[config.mk]
export PLATFORM = sky130hd
export DESIGN_NAME = accel_sample_readout_regs
export DESIGN_NICKNAME = d
export VERILOG_FILES = /design/src/logic/accel_readout_pkg.sv /design/src/logic/accel_sample_readout_regs.sv /design/src/logic/axis_sample_slot.sv
export SDC_FILE = /design/constraint.sdc
export NUM_CORES = 1
export LEC_CHECK = 0
export BUFFER_PORTS_ARGS = -buffer_cell sky130_fd_sc_hd__buf_2
export CORE_ASPECT_RATIO = 2
export CORE_MARGIN = 2
export CORE_UTILIZATION = 54
export CTS_BUF_LIST = sky130_fd_sc_hd__clkbuf_8
export CTS_CLUSTER_DIAMETER = 60
export DETAILED_ROUTE_END_ITERATION = 10
export GPL_TIMING_DRIVEN = 0
export PLACE_DENSITY = 0.82
export REMOVE_ABC_BUFFERS = 1
export SKIP_LAST_GASP = 1
export SYNTH_ARGS = -nofsm -noshare
export SYNTH_HDL_FRONTEND = slang
export SYNTH_HIERARCHICAL = 1
export SYNTH_SLANG_ARGS = --single-unit
export TNS_END_PERCENT = 5
[constraint.sdc]
create_clock -name sys_clk -period 8.57 [get_ports sys_clk]
set_input_delay 2.1425 -clock sys_clk [delete_from_list [all_inputs] [get_ports sys_clk]]
set_output_delay 2.1425 -clock sys_clk [all_outputs]
set_load 0.005 [all_outputs]
[src/logic/accel_readout_pkg.sv]
/*
 * shared constants of the accelerometer readout register block: register
 * offsets, field positions, reset values and rate timing.
 * assumes a single 20 MHz clock and an 8-bit register address space.
 */
`default_nettype none
package accel_readout_pkg;
    typedef logic [7:0] byte_t;
    // register offsets
    localparam byte_t HIGHPASS_CLEAR_ADDR = 8'h23;
    localparam byte_t SAMPLE_STATUS_ADDR = 8'h27;
    localparam byte_t ACCEL_X_LOW_ADDR = 8'h28;
    localparam byte_t ACCEL_X_HIGH_ADDR = 8'h29;
    localparam byte_t ACCEL_Y_LOW_ADDR = 8'h2A;
    localparam byte_t ACCEL_Y_HIGH_ADDR = 8'h2B;
    localparam byte_t ACCEL_Z_LOW_ADDR = 8'h2C;
    localparam byte_t ACCEL_Z_HIGH_ADDR = 8'h2D;
    localparam byte_t MOTION_EVENT_CONFIG_ADDR = 8'h30;
    localparam byte_t MOTION_EVENT_SOURCE_ADDR = 8'h31;
    localparam byte_t MOTION_ACKNOWLEDGE_ADDR = 8'h32;
    localparam byte_t CONTROL_TWO_ADDR = 8'h21;
    localparam byte_t IRQ_STATUS_ADDR = 8'h40;
    localparam byte_t IRQ_ENABLE_ADDR = 8'h41;
    localparam byte_t IRQ_CLEAR_ADDR = 8'h42;
    // control_two field positions
    localparam int BLOCK_UPDATE_INHIBIT_BIT = 6;
    localparam int BYTE_ORDER_SELECT_BIT = 5;
    localparam int ALIGNMENT_SELECT_BIT = 0;
    // motion_event_config field positions
    localparam int COMBINATION_BIT = 7;
    localparam int LATCH_BIT = 6;
    // reset values
    localparam byte_t MOTION_EVENT_CONFIG_RST = 8'h00;
    localparam byte_t CONTROL_TWO_RST = 8'h00;
    // irq status bits: data ready, overrun, motion
    localparam int IRQ_DATA_BIT = 0;
    localparam int IRQ_OVERRUN_BIT = 1;
    localparam int IRQ_MOTION_BIT = 2;
    localparam int IRQ_BITS = 3;
    // sample timing: 40 Hz output rate on a 20 MHz clock
    localparam int CLOCK_HZ = 20000000;
    localparam int SAMPLE_RATE_HZ = 40;
    localparam int SAMPLE_PERIOD_CYCLES = CLOCK_HZ / SAMPLE_RATE_HZ;
    localparam int SAMPLE_WIDTH = 12;
endpackage : accel_readout_pkg
`default_nettype wire

[src/logic/accel_sample_readout_regs.sv]
/*
 * accelerometer readout registers: status, output data, byte order and
 * alignment, motion event configuration and interrupt combination.
 * assumes samples and threshold comparisons arrive from the sensing chain,
 * and a host port with one-cycle strobes and read data a cycle later.
 */
// The strobed register port was decided locally.
// Operation
// - reading the filter-clear address zeroes the high-pass filter state
// - status upper nibble: any-enabled-axis overrun, then z, y, x overrun
// - status lower nibble: all-enabled-axes new data, then z, y, x new data
// - status refreshes each sample period, independent of update inhibit
// - default order returns low byte at first address of axis pair
// - default order returns high byte at second address of axis pair
// - big-endian swaps each pair, high byte shaped by alignment first
// - 12-bit mode fills bits 15 to 12 with copies of bit 11
// - config bits: combination, latch, z/y/x high and low enables
// - combination 0 means any enabled event, 1 means all together
// - latch 1 holds the motion request, 0 follows the live condition
// - high enable requests interrupt when axis exceeds threshold
// - low enable requests interrupt when axis falls below threshold
// - motion event configuration resets to zero
// - in latch mode, reading acknowledge address refreshes event source
// - alignment 0 gives 12-bit right justified, 1 gives 16-bit left
// - byte order select resets to 0, little endian
`timescale 1ns/1ns
`default_nettype none
module accel_sample_readout_regs
    import accel_readout_pkg::*;
#(
    parameter int SAMPLE_PERIOD = SAMPLE_PERIOD_CYCLES
) (
    // clock and reset
    input wire logic sys_clk,
    input wire logic reset,
    // host register port
    input wire accel_readout_pkg::byte_t reg_addr,
    input wire accel_readout_pkg::byte_t reg_wdata,
    input wire logic reg_write,
    input wire logic reg_read,
    output accel_readout_pkg::byte_t reg_rdata,
    // sensing chain: raw 12-bit samples per axis, x in low bits
    input wire logic [3*SAMPLE_WIDTH-1:0] raw_samples,
    input wire logic [2:0] axis_enable,
    // threshold comparisons per axis: {z,y,x}
    input wire logic [2:0] above_threshold,
    input wire logic [2:0] below_threshold,
    // sensing chain controls
    output logic highpass_clear,
    output logic sample_taken,
    // interrupt
    output logic irq
);
    localparam int W = 16;

    byte_t motion_event_config_ff;
    byte_t control_two_ff;
    byte_t motion_event_source_ff;
    byte_t reg_rdata_ff;
    logic [IRQ_BITS-1:0] irq_status_ff;
    logic [IRQ_BITS-1:0] irq_enable_ff;
    logic [31:0] period_cnt_ff;
    logic sample_tick;
    logic [W-1:0] held [3];
    logic [2:0] new_data;
    logic [2:0] overrun;
    logic [5:0] event_live;
    logic [5:0] event_enable;
    logic motion_live;
    logic motion_req;
    logic rd_low_pair [3];
    logic rd_high_pair [3];
    logic all_new;
    logic all_ovr;
    logic inhibit;
    logic swap;
    logic align16;
    byte_t status_byte;

    assign inhibit = control_two_ff[BLOCK_UPDATE_INHIBIT_BIT];
    assign swap = control_two_ff[BYTE_ORDER_SELECT_BIT];
    assign align16 = control_two_ff[ALIGNMENT_SELECT_BIT];

    // sample period divider: one-cycle tick each output period
    always_ff @(posedge sys_clk) begin
        if (reset || period_cnt_ff == 32'(SAMPLE_PERIOD - 1)) begin
            period_cnt_ff <= '0;
        end else begin
            period_cnt_ff <= period_cnt_ff + 32'd1;
        end
    end
    assign sample_tick = !reset && period_cnt_ff == 32'(SAMPLE_PERIOD - 1);
    assign sample_taken = sample_tick;

    // per-axis slots; an address read hits the low or high byte of the pair
    for (genvar a = 0; a < 3; a++) begin : g_axis
        logic [W-1:0] shaped;
        logic [SAMPLE_WIDTH-1:0] raw;
        assign raw = raw_samples[a*SAMPLE_WIDTH +: SAMPLE_WIDTH];
        // 16-bit left justified or 12-bit sign extended
        assign shaped = align16 ? {raw, 4'h0}
                                : {{4{raw[SAMPLE_WIDTH-1]}}, raw};
        assign rd_low_pair[a] = reg_read && reg_addr == byte_t'(ACCEL_X_LOW_ADDR + 2*a);
        assign rd_high_pair[a] = reg_read && reg_addr == byte_t'(ACCEL_X_HIGH_ADDR + 2*a);
        axis_sample_slot #(
            .WIDTH(W)
        ) u_slot (
            .sys_clk(sys_clk),
            .reset(reset),
            .sample_stb(sample_tick && axis_enable[a]),
            .sample_in(shaped),
            .inhibit(inhibit),
            .read_low(rd_low_pair[a]),
            .read_high(rd_high_pair[a]),
            .held_ff(held[a]),
            .new_data_ff(new_data[a]),
            .overrun_ff(overrun[a])
        );
    end

    // combined flags over enabled axes
    assign all_new = axis_enable != 3'h0 && (new_data | ~axis_enable) == 3'h7;
    assign all_ovr = |(overrun & axis_enable);

    // status shows the axis flags, which the tick sets whatever the inhibit;
    // a copy would lag the tick by one period
    assign status_byte = {all_ovr, overrun, all_new, new_data};

    // software-written registers
    always_ff @(posedge sys_clk) begin
        if (reset) begin
            motion_event_config_ff <= MOTION_EVENT_CONFIG_RST;
            control_two_ff <= CONTROL_TWO_RST;
            irq_enable_ff <= '0;
        end else if (reg_write) begin
            case (reg_addr)
                MOTION_EVENT_CONFIG_ADDR: motion_event_config_ff <= reg_wdata;
                CONTROL_TWO_ADDR: control_two_ff <= reg_wdata;
                IRQ_ENABLE_ADDR: irq_enable_ff <= reg_wdata[IRQ_BITS-1:0];
                default: ;
            endcase
        end
    end

    // live events {zh,zl,yh,yl,xh,xl} against enables
    for (genvar a = 0; a < 3; a++) begin : g_event
        assign event_live[2*a+1] = above_threshold[a];
        assign event_live[2*a] = below_threshold[a];
    end
    assign event_enable = motion_event_config_ff[5:0];
    // and/or combination over enabled events
    assign motion_live = motion_event_config_ff[COMBINATION_BIT]
        ? (event_enable != 6'h00 && (event_live & event_enable) == event_enable)
        : |(event_live & event_enable);

    // event source: latched until acknowledge read, else live
    always_ff @(posedge sys_clk) begin
        if (reset) begin
            motion_event_source_ff <= 8'h00;
        end else if (!motion_event_config_ff[LATCH_BIT]) begin
            motion_event_source_ff <= {1'b0, motion_live, event_live & event_enable};
        end else if (reg_read && reg_addr == MOTION_ACKNOWLEDGE_ADDR) begin
            motion_event_source_ff <= {1'b0, motion_live, event_live & event_enable};
        end else if (motion_live) begin
            motion_event_source_ff <= motion_event_source_ff
                | {1'b0, 1'b1, event_live & event_enable};
        end
    end
    assign motion_req = motion_event_source_ff[6];

    // filter clear pulse on read of its address
    assign highpass_clear = reg_read && reg_addr == HIGHPASS_CLEAR_ADDR;

    // sticky interrupt status; set wins over clear
    always_ff @(posedge sys_clk) begin
        if (reset) begin
            irq_status_ff <= '0;
        end else begin
            irq_status_ff <= (irq_status_ff
                & ~((reg_write && reg_addr == IRQ_CLEAR_ADDR) ? reg_wdata[IRQ_BITS-1:0] : 3'h0))
                | {motion_req, all_ovr, all_new};
        end
    end
    assign irq = |(irq_status_ff & irq_enable_ff);

    // read data, one cycle after the strobe
    always_ff @(posedge sys_clk) begin
        if (reset) begin
            reg_rdata_ff <= 8'h00;
        end else if (reg_read) begin
            case (reg_addr)
                SAMPLE_STATUS_ADDR: reg_rdata_ff <= status_byte;
                ACCEL_X_LOW_ADDR: reg_rdata_ff <= swap ? held[0][15:8] : held[0][7:0];
                ACCEL_X_HIGH_ADDR: reg_rdata_ff <= swap ? held[0][7:0] : held[0][15:8];
                ACCEL_Y_LOW_ADDR: reg_rdata_ff <= swap ? held[1][15:8] : held[1][7:0];
                ACCEL_Y_HIGH_ADDR: reg_rdata_ff <= swap ? held[1][7:0] : held[1][15:8];
                ACCEL_Z_LOW_ADDR: reg_rdata_ff <= swap ? held[2][15:8] : held[2][7:0];
                ACCEL_Z_HIGH_ADDR: reg_rdata_ff <= swap ? held[2][7:0] : held[2][15:8];
                MOTION_EVENT_CONFIG_ADDR: reg_rdata_ff <= motion_event_config_ff;
                MOTION_EVENT_SOURCE_ADDR: reg_rdata_ff <= motion_event_source_ff;
                CONTROL_TWO_ADDR: reg_rdata_ff <= control_two_ff;
                IRQ_STATUS_ADDR: reg_rdata_ff <= {5'h00, irq_status_ff};
                IRQ_ENABLE_ADDR: reg_rdata_ff <= {5'h00, irq_enable_ff};
                default: reg_rdata_ff <= 8'h00; // dummy and unmapped read zero
            endcase
        end
    end
    assign reg_rdata = reg_rdata_ff;
endmodule : accel_sample_readout_regs
`default_nettype wire

[src/logic/axis_sample_slot.sv]
/*
 * one axis: holds the latest sample, keeps new-data and overrun flags and
 * freezes the held sample between the two byte reads when asked.
 * assumes the sample strobe and read pulses are synchronous to sys_clk.
 */
`timescale 1ns/1ns
`default_nettype none
module axis_sample_slot #(
    parameter int WIDTH = 16
) (
    // clock and reset
    input wire logic sys_clk,
    input wire logic reset,
    // sample input
    input wire logic sample_stb,
    input wire logic [WIDTH-1:0] sample_in,
    // host access
    input wire logic inhibit,
    input wire logic read_low,
    input wire logic read_high,
    // state
    output logic [WIDTH-1:0] held_ff,
    output logic new_data_ff,
    output logic overrun_ff
);
    logic open_low_ff;    // low byte read first under inhibit, high pending
    logic open_high_ff;   // high byte read first under inhibit, low pending
    logic [WIDTH-1:0] pend_ff;
    logic pend_valid_ff;
    logic load_ok;
    logic take;

    // frozen while a pair is half read under inhibit, or read this cycle,
    // so a sample landing beside a byte read cannot split the pair
    assign load_ok = !(inhibit && (open_low_ff || open_high_ff || read_low || read_high));
    assign take = load_ok && (sample_stb || pend_valid_ff);

    // held value with deferred update while frozen
    always_ff @(posedge sys_clk) begin
        if (reset) begin
            held_ff <= '0;
            pend_ff <= '0;
            pend_valid_ff <= 1'b0;
        end else if (take) begin
            held_ff <= sample_stb ? sample_in : pend_ff;
            pend_valid_ff <= 1'b0;
        end else if (sample_stb) begin
            pend_ff <= sample_in;
            pend_valid_ff <= 1'b1;
        end
    end

    // pair tracking: one byte opens, the other byte closes; cleared while
    // inhibit is off so no stale half-read survives into inhibit mode
    always_ff @(posedge sys_clk) begin
        if (reset || !inhibit) begin
            open_low_ff <= 1'b0;
            open_high_ff <= 1'b0;
        end else if (read_low) begin
            open_low_ff <= !open_high_ff;
            open_high_ff <= 1'b0;
        end else if (read_high) begin
            open_high_ff <= !open_low_ff;
            open_low_ff <= 1'b0;
        end
    end

    // flags: fresh sample sets, read clears; set wins
    always_ff @(posedge sys_clk) begin
        if (reset) begin
            new_data_ff <= 1'b0;
            overrun_ff <= 1'b0;
        end else if (sample_stb) begin
            new_data_ff <= 1'b1;
            overrun_ff <= new_data_ff ? 1'b1 : overrun_ff;
        end else if (read_low || read_high) begin
            new_data_ff <= 1'b0;
            overrun_ff <= 1'b0;
        end
    end
endmodule : axis_sample_slot
`default_nettype wire

---- Word-level counts from Yosys, hierarchy flattened ----
Index checks and enable logic that the tools add are counted.
storage, ports and cells
  output and inout bits ................... 11
  bits in registers ....................... 181
  word-level logic and storage cells ...... 171
  input bits .............................. 65
operators by class
  mux-type cells .......................... 36
  reduce and logical (&&, ||, !) cells .... 73
  bitwise gates (word level) .............. 10
  eq/ne operators ......................... 22
  add/sub/neg operators ................... 1
operator list
  operator               number
  $eq 8x6->1 const B     12
  $pmux 8 s12            1
  $mux 16                3
  $mux 8                 6
  $mux 15                3
  $add 32x1->32 const B  1
  $eq 32x19->1 const B   1
  $eq 8x7->1 const B     3
  $logic_and 1x1->1      21
  $mux 7                 3
  $mux 1                 19
  $logic_or 1x1->1       17
  $reduce_and 2->1       6
  $reduce_bool 2->1      6
  $reduce_or 2->1        6
  $logic_not 1->1        11
  $and 3x3->3            3
  $reduce_or 3->1        3
  $or 8x7->8             1
  $and 6x6->6            1
  $eq 6x6->1             1
  $ne 2x2->1 const B     3
  $not 3->3              2
  $or 3x3->3             2
  other kinds (7)        7

---- Longest topological paths before layout ----
  depth in word-level cells ............... 8
  depth in mapped cells ................... 10

---- By module ----
The synthesis kept the hierarchy.
modules (own cells, without submodules)
  module                     cells each  area an instance (um^2)  sequential area each (um^2)  times used
  axis_sample_slot           183         1710.4                   740.7                        3
  accel_sample_readout_regs  569         4662.0                   1381.3                       1

---- Worst setup path before layout ----
OpenSTA, ideal clock, no wires.
  path type ............................... input-to-output
  start point ............................. in reg_addr[0]
  end point ............................... out highpass_clear
  data arrival time ....................... 2.965 ns
  required time ........................... 6.428 ns
  slack ................................... 3.462 ns
  stages .................................. 4
  path through ............................ buf_2 > buf_1 > nand2_1 > nor3_1
on the way
  cells in the longest elaborated chain, start to end .. 2
RTL lines
  element            line                              RTL
  from (decl)        accel_sample_readout_regs.sv:37   input wire accel_readout_pkg::byte_t reg_addr,
  $eq 8x6->1         accel_sample_readout_regs.sv:172  assign highpass_clear = reg_read && reg_addr == HIGHPASS_CLEAR_ADDR;
  $logic_and 1x1->1  accel_sample_readout_regs.sv:172
  to (decl)          accel_sample_readout_regs.sv:49   output logic highpass_clear,
Every way passes these cells.

---- Worst setup path after layout ----
  start point ............................. in reset
  end point ............................... out sample_taken
on the way
  cells in the longest elaborated chain, start to end .. 2
RTL lines
  element            line                             RTL
  from (decl)        accel_sample_readout_regs.sv:35  input wire logic reset,
  $logic_not 1->1    accel_sample_readout_regs.sv:92  assign sample_tick = !reset && period_cnt_ff == 32'(SAMPLE_PERIOD - 1);
  $logic_and 1x1->1  accel_sample_readout_regs.sv:92
  to (decl)          accel_sample_readout_regs.sv:50  output logic sample_taken,
Every way passes these cells.

==> metrics.md <==
| Metric | Value |
|---|---|
| Initial core utilization | `55.07%` |
| Placement Setup Slack | `2.715 ns` |
| Fin crit share | `68.81%` |
| Placer Congestion | `0.8947` |
| Lkg Pwr | `4.015 nW` |
| Cell taking the most area after synthesis | `dfxtp_1` |
| Clk_skew | `0.02434 ns` |
| Fin area | `approximately 0.011 mm^2` |
| First-pass GRT wire length | `38.75 mm` |
| Reg2Reg Setup Slack | `around 4.7 ns` |
| Mux contribution to synthesized area | `about an eighth` |
| Cts-stage hold buffer count | `0` |
| Row count | `69` |
| Post-synthesis sequential area ratio | `36.80%` |
| DRC viols | `0` |
| Worst-skew pair later-pin latency | `0.48 ns` |
| WL/cell | `17.10 um` |
| Final Non-Filler Cells | `about 1400` |
| Avg Inst Size Synth | `between 8 and 9 um^2` |
| DR pass1 iterations | `6` |
| Share of layout cells above drive strength 1 | `14.77%` |
| Placed Instances | `about 1300` |
| Vias in the first global route | `8124` |
| Largest family of logic cells by synthesized area | `simple AND/OR/NAND/NOR gates` |
| Complex-gate fraction of the synthesized area | `13.29%` |
| RSZ-0062 raised after global routing | `false` |
| Port bufs | `75` |
| Post-CTS setup buffers | `0` |
| Io pins | `76` |
| Clock buffer depth | `2` |
| Yosys top cell area share | `between 30 and 40%` |
| Synth area leaders | `dfxtp_1, mux2i_1, nand2b_1` |
| GRT overflow | `0` |
| Core Area | `roughly 0.018 mm^2` |
| CP endpoint kind | `output pin` |
| DR vias/cell | `6.013` |
| Max_slew headroom | `roughly 16%` |
| FFs w/ async S/R, synth | `0%` |
| Worst Setup Slack, final | `~2.7 ns` |
| Post-synth EDFFs | `0` |
| H-tree Lvls | `4` |
| Max Slew Vio Count | `0` |
| DRT iter0 DRCs | `458` |
| CTS sink count | `180` |
| Clk slew on worst S/H paths | `0.09 ns` |
| Critical setup path kind | `in2out` |
| Main synth FF type | `dfxtp_1` |
| Mapped cell area | `0.009793 mm^2` |
| Die Height | `roughly 200 um` |
| Max Freq | `approximately 170 MHz` |
| Post-synthesis adder-cell area fraction | `less than 1%` |
| Post-synthesis cell type count | `between 70 and 80` |
| CP Max Fanout | `148` |
| Fin Hold WS | `0.4433 ns` |
| Pwr/cell area | `145.1 mW/mm^2` |
| VDD IR max | `slightly below 0.08 mV` |
| Mapped Cells | `1118` |
| Yosys reg bits | `between 150 and 200` |
| Crit path DAT | `3.75 ns` |
| Final setup viols | `0` |
| Worst slew pin tran | `1.246 ns` |
| CTS tree | `built` |
| Post-DP Area | `roughly 0.010 mm^2` |
| Antenna Nets Post-Route | `0` |
| Die span in x | `99.23 um` |
| Period minus WS final | `5.897 ns` |
| Min-delay worst type | `reg2reg` |
| Hpwl dp | `16.60 mm` |
| GR Util All Layers | `24.40%` |
| Setup Total Neg Slack | `0 ns` |
| Number of gates resized after cts | `0` |
| Wirelength, routed | `23.35 mm` |
| Crit start category | `input port` |
| Req. time, crit path | `6.43 ns` |
| Top cells by count, synth | `dfxtp_1, nand2b_1, nor2_1, mux2i_1, nand2_1` |
| Synthesis Warnings | `6` |
| CTS buffer count | `17` |
| CTS root buf | `clkbuf_8` |
| Hold Vio Cnt, Final | `0` |
| Die ar. | `0.01929 mm^2` |
| Largest net degree at the start of global routing | `between 100 and 150` |
| Most frequent cell after synthesis | `dfxtp_1` |
| Via count | `8208` |
| Post-Synth XOR/XNOR Area | `2.504%` |
| Max-Cap Viols | `0` |
| Simple-gate share of the synthesized area | `28.93%` |
| # nets final | `1204` |
| Area Overhead vs Synth | `7.372%` |
| Outcome | `finished, final reports clean` |
| Antenna violations before repair | `2` |
[area by class of cell]
class / instances / area (um^2)
clock inverter: 15 / 155.1
clock buffer: 17 / 234.0
tap: 213 / 266.5
inverter: 43 / 161.4
timing repair buffer: 77 / 429.2
fill: 1551 / 7269
sequential: 180 / 3605
antenna: 1 / 2.502
multi-input combinational: 819 / 5662
[per-layer routing]
metal | wire length (um) | global-route usage, % | up-vias
met4 | 1386 | 14.81 | 4
met5 | 24 | 0 | -
li1 | - | - | 4013
met2 | 11860 | 42.52 | 251
met3 | 1064 | 5.286 | 78
met1 | 9010 | 26.43 | 3862
[placed cells by master, fill, tap and decap left out, drive strengths merged, types with 42 or more instances in the layout]
cell type,synthesis,routed
dfxtp,180,180
nor3,46,46
inv,42,47
buf,27,77
mux2i,80,80
nor2,97,97
nand2,75,75
nand2b,114,114
o22a,48,48
nor2b,42,42
[worst max-delay path: stages]
cell and delay, ns:
buf_6 0.27, buf_16 0.39, clkinv_1 0.45, and2_1 0.27
buf_2 0.12
[kinds of logic (layout without fill, tap and decap cells)]
logic type	count (synthesis)	count (layout)
xor gates and xnor gates	28	28
DFF	180	180
and+or+nand+nor	504	504
adders and majority gates	1	1
muxes	114	114
AOI/OAI and AO/OA	172	172
buffers and inverters	119	152
other	0	1
[sequential cells by signal, summed over array words and instances (netlist names)]
name,flops
motion_event_source_ff,7
irq_enable_ff,3
g_axis.u_slot/held_ff,48
g_axis.u_slot/new_data_ff,3
period_cnt_ff,32
g_axis.u_slot/open_low_ff,3
control_two_ff,8
g_axis.u_slot/pend_ff,48
irq_status_ff,3
g_axis.u_slot/pend_valid_ff,3
g_axis.u_slot/overrun_ff,3
motion_event_config_ff,8
reg_rdata,8
g_axis.u_slot/open_high_ff,3
[path summary, 6_finish.rpt]
check | from | endpoint | cells past startpoint
worst min register to register | period_cnt_ff[0] | period_cnt_ff[0] | 1
worst min-delay path | period_cnt_ff[0] | period_cnt_ff[0] | 1
worst max-delay path | reset | sample_taken | 5
worst max register to register | period_cnt_ff[22] | g_axis[2].u_slot/held_ff[14] | 7
[power by group]
group	internal, mW	switching, mW
clock	0.261	0.325
sequential	0.837	0.00123
combinational	0.0432	0.0579
[through the flow]
stage | utilization [%] | total power [mW]
2_1_floorplan | - | 0.9080
3_3_place_gp | 56.57 | 0.9560
3_5_place_dp | 56.92 | 0.9580
4_1_cts | 59.11 | 1.534
5_1_grt | 59.11 | 1.578
6_report | 59.12 | 1.525
Power figures use the tool's default switching activity.
